===== src/include/gp_pkg.sv =====
// Package: register map, reset values and sensitivity codes of the GPIO port
package gp_pkg;

    // ------------------------------------------------------------
    // Register map
    // ------------------------------------------------------------
    localparam logic [1:0] GP_ADDR_DATA = 2'h0;
    localparam logic [1:0] GP_ADDR_DIR = 2'h1;
    localparam logic [1:0] GP_ADDR_OPT = 2'h2;
    localparam logic [1:0] GP_ADDR_STAT = 2'h3;
    localparam int GP_ADDR_W = 2;
    localparam int GP_PINS = 8;

    // ------------------------------------------------------------
    // Reset values
    // ------------------------------------------------------------
    localparam logic [7:0] GP_DATA_RST = 8'h00;
    localparam logic [7:0] GP_DIR_RST = 8'h00;
    localparam logic [7:0] GP_OPT_RST = 8'h00;

    // ------------------------------------------------------------
    // Sensitivity encoding of each interrupt group
    // ------------------------------------------------------------
    localparam logic [1:0] GP_SENS_FALL_LOW = 2'h0;
    localparam logic [1:0] GP_SENS_RISE = 2'h1;
    localparam logic [1:0] GP_SENS_FALL = 2'h2;
    localparam logic [1:0] GP_SENS_BOTH = 2'h3;

endpackage : gp_pkg


===== src/rtl/gp_port.sv =====
// Eight pin bidirectional GPIO port with external interrupt request latch
//
// Decided for this implementation: the address map and the strobed register port.
`timescale 1ns/1ps

module gp_port
    import gp_pkg::*;
#(
    parameter int PINS = gp_pkg::GP_PINS,
    parameter int GROUPS = 2,
    parameter logic [PINS*2-1:0] GROUP_MAP = 16'h5500  // Pin to vector group, two bits each
)
(
    // Clock and reset
    input wire logic ref_clk,
    input wire logic rst_n,
    // Register port
    input wire logic [gp_pkg::GP_ADDR_W-1:0] reg_addr,
    input wire logic [7:0] reg_wdata,
    input wire logic reg_wr,
    input wire logic reg_rd,
    output logic [7:0] reg_rdata,
    // Pads
    input wire logic [PINS-1:0] pad_in,
    output logic [PINS-1:0] pad_out,
    output logic [PINS-1:0] pad_oe,
    output logic [PINS-1:0] pad_pullup_en,
    // Alternate functions
    input wire logic [PINS-1:0] alt_out_en,
    input wire logic [PINS-1:0] alt_out,
    input wire logic [PINS-1:0] alt_open_drain,
    input wire logic [PINS-1:0] alt_in_en,
    output logic [PINS-1:0] alt_in,
    // Interrupt side
    input wire logic [PINS-1:0] irq_capable,
    input wire logic [GROUPS*2-1:0] ext_irq_sensitivity_reg,
    input wire logic cpu_irq_masked,
    input wire logic [GROUPS-1:0] irq_vector_fetch,
    output logic [GROUPS-1:0] ext_irq_req
);
    import gp_pkg::*;

    // ------------------------------------------------------------
    // Helpers
    // ------------------------------------------------------------
    // Edge or level qualification for one pin
    // Level-low hits again every cycle; edges compare with the last sample
    function automatic logic sense_hit(input logic [1:0] sens, input logic prev,
                                       input logic cur);
        logic hit;
        hit = 1'b0;
        case (sens)
            GP_SENS_FALL_LOW: hit = !cur;
            GP_SENS_RISE: hit = cur && !prev;
            GP_SENS_FALL: hit = !cur && prev;
            GP_SENS_BOTH: hit = cur ^ prev;
            default: hit = 1'b0;
        endcase
        return hit;
    endfunction : sense_hit

    // Vector group of one pin; a field beyond the group count joins none
    function automatic logic [1:0] group_of(input int pin);
        return GROUP_MAP[pin*2 +: 2];
    endfunction : group_of

    // ------------------------------------------------------------
    // Register state
    // ------------------------------------------------------------
    // Software-visible registers and their next values
    logic [PINS-1:0] pin_data_latch;
    logic [PINS-1:0] pin_direction;
    logic [PINS-1:0] pin_option;
    logic [PINS-1:0] next_pin_data_latch;
    logic [PINS-1:0] next_pin_direction;
    logic [PINS-1:0] next_pin_option;
    logic [7:0] next_reg_rdata;

    // ------------------------------------------------------------
    // Pin mode decode
    // ------------------------------------------------------------
    // Effective direction, value and drive kind after peripheral takeover
    logic [PINS-1:0] drive_hi;
    logic [PINS-1:0] eff_out;
    logic [PINS-1:0] eff_val;
    logic [PINS-1:0] eff_od;
    logic [PINS-1:0] irq_pin_en;
    logic [PINS-1:0] pin_view;

    // Alternate output wins over register programming
    // Registers only steer a pin while no peripheral output owns it
    always_comb
    begin
        eff_out = pin_direction | alt_out_en;
        eff_val = '0;
        eff_od = '0;
        // Peripheral output supplies value and drive kind when it owns the pin
        for (int i = 0; i < PINS; i++)
        begin
            eff_val[i] = alt_out_en[i] ? alt_out[i] : pin_data_latch[i];
            eff_od[i] = alt_out_en[i] ? alt_open_drain[i] : !pin_option[i];
        end
        // Open-drain only ever pulls low; push-pull drives both levels
        drive_hi = eff_out & eff_val & ~eff_od;
        // Interrupt-capable input pins with option set, and no alternate function active
        irq_pin_en = ~eff_out & pin_option & irq_capable & ~alt_in_en;
        // Readback: latch for outputs, alt value for alt-driven inputs, else pin
        for (int i = 0; i < PINS; i++)
        begin
            if (pin_direction[i])
                pin_view[i] = pin_data_latch[i];
            else if (alt_out_en[i])
                pin_view[i] = alt_out[i];
            else
                pin_view[i] = pad_in[i];
        end
    end

    // ------------------------------------------------------------
    // Register access
    // ------------------------------------------------------------
    // Request latch, kept off every readable index
    logic [GROUPS-1:0] ext_irq_req_q;

    // Write decode and one-cycle-late read data
    // Index 3 has no storage: a write there falls into the default arm
    always_comb
    begin
        next_pin_data_latch = pin_data_latch;
        next_pin_direction = pin_direction;
        next_pin_option = pin_option;
        next_reg_rdata = 8'h00;
        if (reg_wr)
        begin
            case (reg_addr)
                GP_ADDR_DATA: next_pin_data_latch = reg_wdata[PINS-1:0];
                GP_ADDR_DIR: next_pin_direction = reg_wdata[PINS-1:0];
                GP_ADDR_OPT: next_pin_option = reg_wdata[PINS-1:0];
                default: ;
            endcase
        end
        // Read data captured now, shown for one cycle after the strobe
        if (reg_rd)
        begin
            case (reg_addr)
                GP_ADDR_DATA: next_reg_rdata[PINS-1:0] = pin_view;
                GP_ADDR_DIR: next_reg_rdata[PINS-1:0] = pin_direction;
                GP_ADDR_OPT: next_reg_rdata[PINS-1:0] = pin_option;
                // Status shows effective directions (eff_out), not pad enables; request latch is hidden
                GP_ADDR_STAT: next_reg_rdata[PINS-1:0] = eff_out;
                default: next_reg_rdata = 8'h00;
            endcase
        end
    end

    // Register file storage
    // Reset leaves every pin a floating input with its latch cleared
    always_ff @(posedge ref_clk)
    begin
        if (!rst_n)
        begin
            pin_data_latch <= GP_DATA_RST[PINS-1:0];
            pin_direction <= GP_DIR_RST[PINS-1:0];
            pin_option <= GP_OPT_RST[PINS-1:0];
            reg_rdata <= 8'h00;
        end
        else
        begin
            pin_data_latch <= next_pin_data_latch;
            pin_direction <= next_pin_direction;
            pin_option <= next_pin_option;
            reg_rdata <= next_reg_rdata;
        end
    end

    // ------------------------------------------------------------
    // Pad and alternate input outputs
    // ------------------------------------------------------------
    // Next values of the registered pad controls
    logic [PINS-1:0] next_pad_out;
    logic [PINS-1:0] next_pad_oe;
    logic [PINS-1:0] next_pad_pullup_en;
    logic [PINS-1:0] next_alt_in;

    // Pads registered so every output leaves a flip-flop; one cycle of latency
    // buys glitch-free pad controls when several registers change together
    always_comb
    begin
        next_pad_out = eff_val;
        // Enable to drive high, or to pull low in either drive kind
        next_pad_oe = drive_hi | (eff_out & ~eff_val);
        next_pad_pullup_en = ~eff_out & pin_option;
        // Peripheral sees the latch when the pin is a plain output
        next_alt_in = '0;
        for (int i = 0; i < PINS; i++)
            next_alt_in[i] = (pin_direction[i] && !alt_out_en[i])
                             ? pin_data_latch[i] : pad_in[i];
    end

    // Pad state holds through wait and halt: no low-power input exists here
    // Reset drops every enable, so pins float until software or a peripheral output (alt_out_en) drives them
    always_ff @(posedge ref_clk)
    begin
        if (!rst_n)
        begin
            pad_out <= '0;
            pad_oe <= '0;
            pad_pullup_en <= '0;
            alt_in <= '0;
        end
        else
        begin
            pad_out <= next_pad_out;
            pad_oe <= next_pad_oe;
            pad_pullup_en <= next_pad_pullup_en;
            alt_in <= next_alt_in;
        end
    end

    // ------------------------------------------------------------
    // External interrupt detection
    // ------------------------------------------------------------
    // Edge detector history, sensitivity copy and request next values
    logic [PINS-1:0] pin_prev;
    logic [PINS-1:0] next_pin_prev;
    logic [GROUPS*2-1:0] sens_prev;
    logic [GROUPS-1:0] next_ext_irq_req_q;
    logic [GROUPS-1:0] grp_hit;

    // Detect per pin, OR per group, latch until fetch or sensitivity edit
    // Limitation: in level-low mode an unmasked fetch does not clear at all while
    // the pin stays low; software must release the pin or change the code
    always_comb
    begin
        next_pin_prev = pad_in;
        grp_hit = '0;
        // Each pin votes into its own group only
        for (int i = 0; i < PINS; i++)
        begin
            for (int g = 0; g < GROUPS; g++)
            begin
                if (group_of(i) == 2'(g) && irq_pin_en[i]
                    && sense_hit(ext_irq_sensitivity_reg[g*2 +: 2], pin_prev[i], pad_in[i]))
                    grp_hit[g] = 1'b1;
            end
        end
        // Clear first, then let a fresh hit set again
        for (int g = 0; g < GROUPS; g++)
        begin
            next_ext_irq_req_q[g] = ext_irq_req_q[g];
            if (irq_vector_fetch[g]
                || ext_irq_sensitivity_reg[g*2 +: 2] != sens_prev[g*2 +: 2])
                next_ext_irq_req_q[g] = 1'b0;
            // A new event in the clearing cycle still sets the latch
            if (grp_hit[g] && !cpu_irq_masked)
                next_ext_irq_req_q[g] = 1'b1;
        end
    end

    // Interrupt state; request output mirrors the latch
    // Previous pad levels feed edge detection; the code copy spots edits
    always_ff @(posedge ref_clk)
    begin
        if (!rst_n)
        begin
            pin_prev <= '0;
            sens_prev <= '0;
            ext_irq_req_q <= '0;
            ext_irq_req <= '0;
        end
        else
        begin
            pin_prev <= next_pin_prev;
            sens_prev <= ext_irq_sensitivity_reg;
            ext_irq_req_q <= next_ext_irq_req_q;
            ext_irq_req <= next_ext_irq_req_q;
        end
    end

endmodule : gp_port


===== config.mk =====
export PLATFORM = sky130hd
export DESIGN_NAME = gp_port
export DESIGN_NICKNAME = d
export VERILOG_FILES = /design/src/include/gp_pkg.sv /design/src/rtl/gp_port.sv
export SDC_FILE = /design/constraint.sdc
export NUM_CORES = 1
export LEC_CHECK = 0
export BUFFER_PORTS_ARGS = -buffer_cell sky130_fd_sc_hd__buf_2
export CORE_MARGIN = 2
export CORE_UTILIZATION = 47
export DETAILED_ROUTE_END_ITERATION = 8
export PLACE_DENSITY = 0.77
export SLEW_MARGIN = 20
export SYNTH_ARGS = -nofsm -noshare
export SYNTH_HDL_FRONTEND = slang
export SYNTH_SLANG_ARGS = --single-unit

===== constraint.sdc =====
create_clock -name ref_clk -period 1.6 [get_ports ref_clk]
set_input_delay 0 -clock ref_clk [delete_from_list [all_inputs] [get_ports ref_clk]]
set_output_delay 0 -clock ref_clk [all_outputs]
set_load 0.01 [all_outputs]

==> metrics <==
P per Cell Area=873 nW/um2; violated checks=setup timing; Mapped Area=3770 um2; site row count=32; area of the multi-input gates=1970 um2; number of antenna violations at the first check in global routing=0; clk root buf=clkbuf_8; HPWL Detailed=6420 um; Static Leak=roughly 2.5 nW; grt ovf=0; Final Cycle Share=104%; fin. max-slew vios=0; Achievable Freq=601 MHz; crit-path cells=ha_4 > inv_2 > mux4_2 > a22o_1 > o21ai_1 > o21ai_1; Core Region=7770 um2; slew margin rel.=69.2%; Peak VDD IR=0.499 mV; Crit Path Category=reg -> reg; Clock Skew=0.0102 ns; TritonCTS clock tree=done; drt first pass iters=5; vias in the first global route=3456; Post-Route WL=9910 um; max cap viols=0; crit path buf inv count=1; CP dominant cell by count=o21ai_1; share of cells above drive strength 1=a little over a quarter; diode count=0; cell family with most CP delay=compound AO/OA/AOI/OAI gates; Top FF cell, synth=dfxtp_1; wire per inst=14.6 um; most common cell after layout, fill and taps aside=buf_2; Max FO, Critical Path=2; # IOs=111; crit path launch type=flip-flop; Yosys warning total=0; final setup margin=-0.0637 ns; final setup fails=1; CP arrival=approximately 1.9 ns; EDFF count, synth=0; Clock Path Buffers=2; Routability Congestion=0.829; Worst R2R Path Depth=6; Hold Path Stages=2; worst skew pair latency=between 0.3 and 0.4 ns; die width=93.5 um; Critical Path End Type=flip-flop; sequential area share after synthesis=41.4%; status=complete, but fails checks; DIE HEIGHT=93.5 um; Cells after Synth=roughly 420; total CTS buffers=9; # DRC=0; initial drt markers=106; Worst path depth=6; class of the worst hold path=in -> reg; Tmin final=1.66 ns; Yosys cell types=32; Mean Syn Cell Area=approximately 9.0 um2; TNS Setup=-0.0637 ns; actual slew at the worst max-slew pin=between 0.4 and 0.5 ns; total vias in the final route=3525; Area Growth Syn to Fin=37.9%; post-route ant nets=0; Num Clock Sinks=78; Post-Syn Nets=~500; Slowest-stage cell, CP=mux4_2; H-Tree Depth=3; unrepaired setup endpoints after global routing=yes; PortBufs=110; Reg area=around 1600 um2; initial core utilization=48.5%; Final Net Count=660; Async SR Flop Fraction=0%; CTS clk-pin slew, worst paths=0.09 ns; largest net degree at the start of global routing=34; Worst EP required=1.85 ns; final hold viol count=0; crit-path max cell delay=0.46 ns; Fill cells=627; first-pass GRT wire length=about 16000 um; # Post-CTS Setup Buffers=0; GRT Overall Usage=23.5%; highest-count cells in the layout ignoring fill and taps=107 x buf_2, 76 x dfxtp_1, 54 x dlygate4sd3_1; Finished Core Util=66.9%; flops & latches, synth=just under 80; drt via density=5.18; Die ar.=roughly 8800 um2
[repair_timing]
action                                 CTS  global route
hold buffers                            54             0
endpoints found under the hold margin   52             0
pin swaps                                0             4
resized for setup                        0             9
setup endpoints to repair                1             2
[worst register-to-register path, cell delays in order (launching register included)]
cell	delay [ns]
dfxtp_2	0.35
ha_4	0.26
inv_2	0.02
mux4_2	0.46
a22o_1	0.27
o21ai_1	0.13
o21ai_1	0.07
[metrics by stage]
stage	area (um2)	setup slack [ns]	cells	hold WS, ns	total power [mW]
4_1_cts	5160	-0.0544	681	0.00839	4.54
3_3_place_gp	4380	0.0555	612	0.253	2.65
5_1_grt	5200	-0.0969	681	0.0220	4.72
6_report	5200	-0.0637	681	0.0157	4.54
2_1_floorplan	3770	0.0876	419	0.122	2.45
3_5_place_dp	4380	0.00130	612	0.266	2.67
[path summary, 6_finish.rpt]
path / from / to / slack, ns
worst max-delay path: pin_prev[2] / ext_irq_req[0] / -0.06
worst min-delay path: ext_irq_sensitivity_reg[2] / sens_prev[2] / 0.02
worst max register to register: pin_prev[2] / ext_irq_req[0] / -0.06
worst min register to register: ext_irq_req[1] / ext_irq_req[1] / 0.51
[Yosys cell counts, drive strengths merged, types with 2 or more instances]
cell type / number / share of area (%)
inv: 36 / 3.6
clkbuf: 17 / 1.7
a21oi: 24 / 3.2
and2: 13 / 2.2
a22o: 2 / 0.46
o21ai: 23 / 3.1
mux4: 4 / 2.4
nand4b: 6 / 1.4
a211oi: 8 / 1.6
a21boi: 8 / 1.6
nand3b: 2 / 0.40
mux2: 8 / 2.4
ha: 16 / 5.3
buf: 9 / 1.7
and3: 8 / 1.3
nand3: 8 / 1.1
and4b: 4 / 1.1
nor2b: 33 / 5.5
dfxtp: 78 / 41
xor2: 2 / 0.46
nand2: 46 / 4.6
xnor2: 2 / 0.46
a31oi: 8 / 1.3
mux2i: 32 / 8.5
a22oi: 8 / 1.6
nor2: 13 / 1.5
[where the power goes]
group,switching [mW],internal [mW]
Sequential,0.0487,2.02
Clock,0.726,1.07
Combinational,0.320,0.352
Total,1.10,3.44
[final cells by class]
type	count	share of cell area, %
sequential	78	30.1
clock inverter	4	1.83
clock buffer	11	2.72
inverter	36	2.60
timing repair buffer	171	22.4
multi-input combinational	279	37.9
tap	102	2.46
[flip-flops by register name (all words and copies together) (netlist names)]
register,count
ext_irq_req,2
pin_data_latch,8
reg_rdata,8
pin_option,8
pad_pullup_en,8
pin_prev,8
sens_prev,4
alt_in,8
pin_direction,8
pad_out,8
pad_oe,8
[cell families after synthesis]
logic type / Yosys count / synth area share, %
simple gates: 133 / 19.0
compound gates: 82 / 13.0
flops: 78 / 41.4
buf+inv: 62 / 6.97
mux: 44 / 13.3
fa+ha+maj: 16 / 5.31
xor+xnor: 4 / 0.930
[layer usage]
layer / track usage (%) / up-vias / wire [um] / share of wire, %
met2: 40.8 / 140 / 4820 / 49
met1: 28.6 / 1637 / 4270 / 43
li1: - / 1723 / - / -
met5: 0 / - / 0 / 0
met4: 9.90 / 0 / 218 / 2.2
met3: 4.27 / 25 / 603 / 6.1
Power figures use the tool's default switching activity.
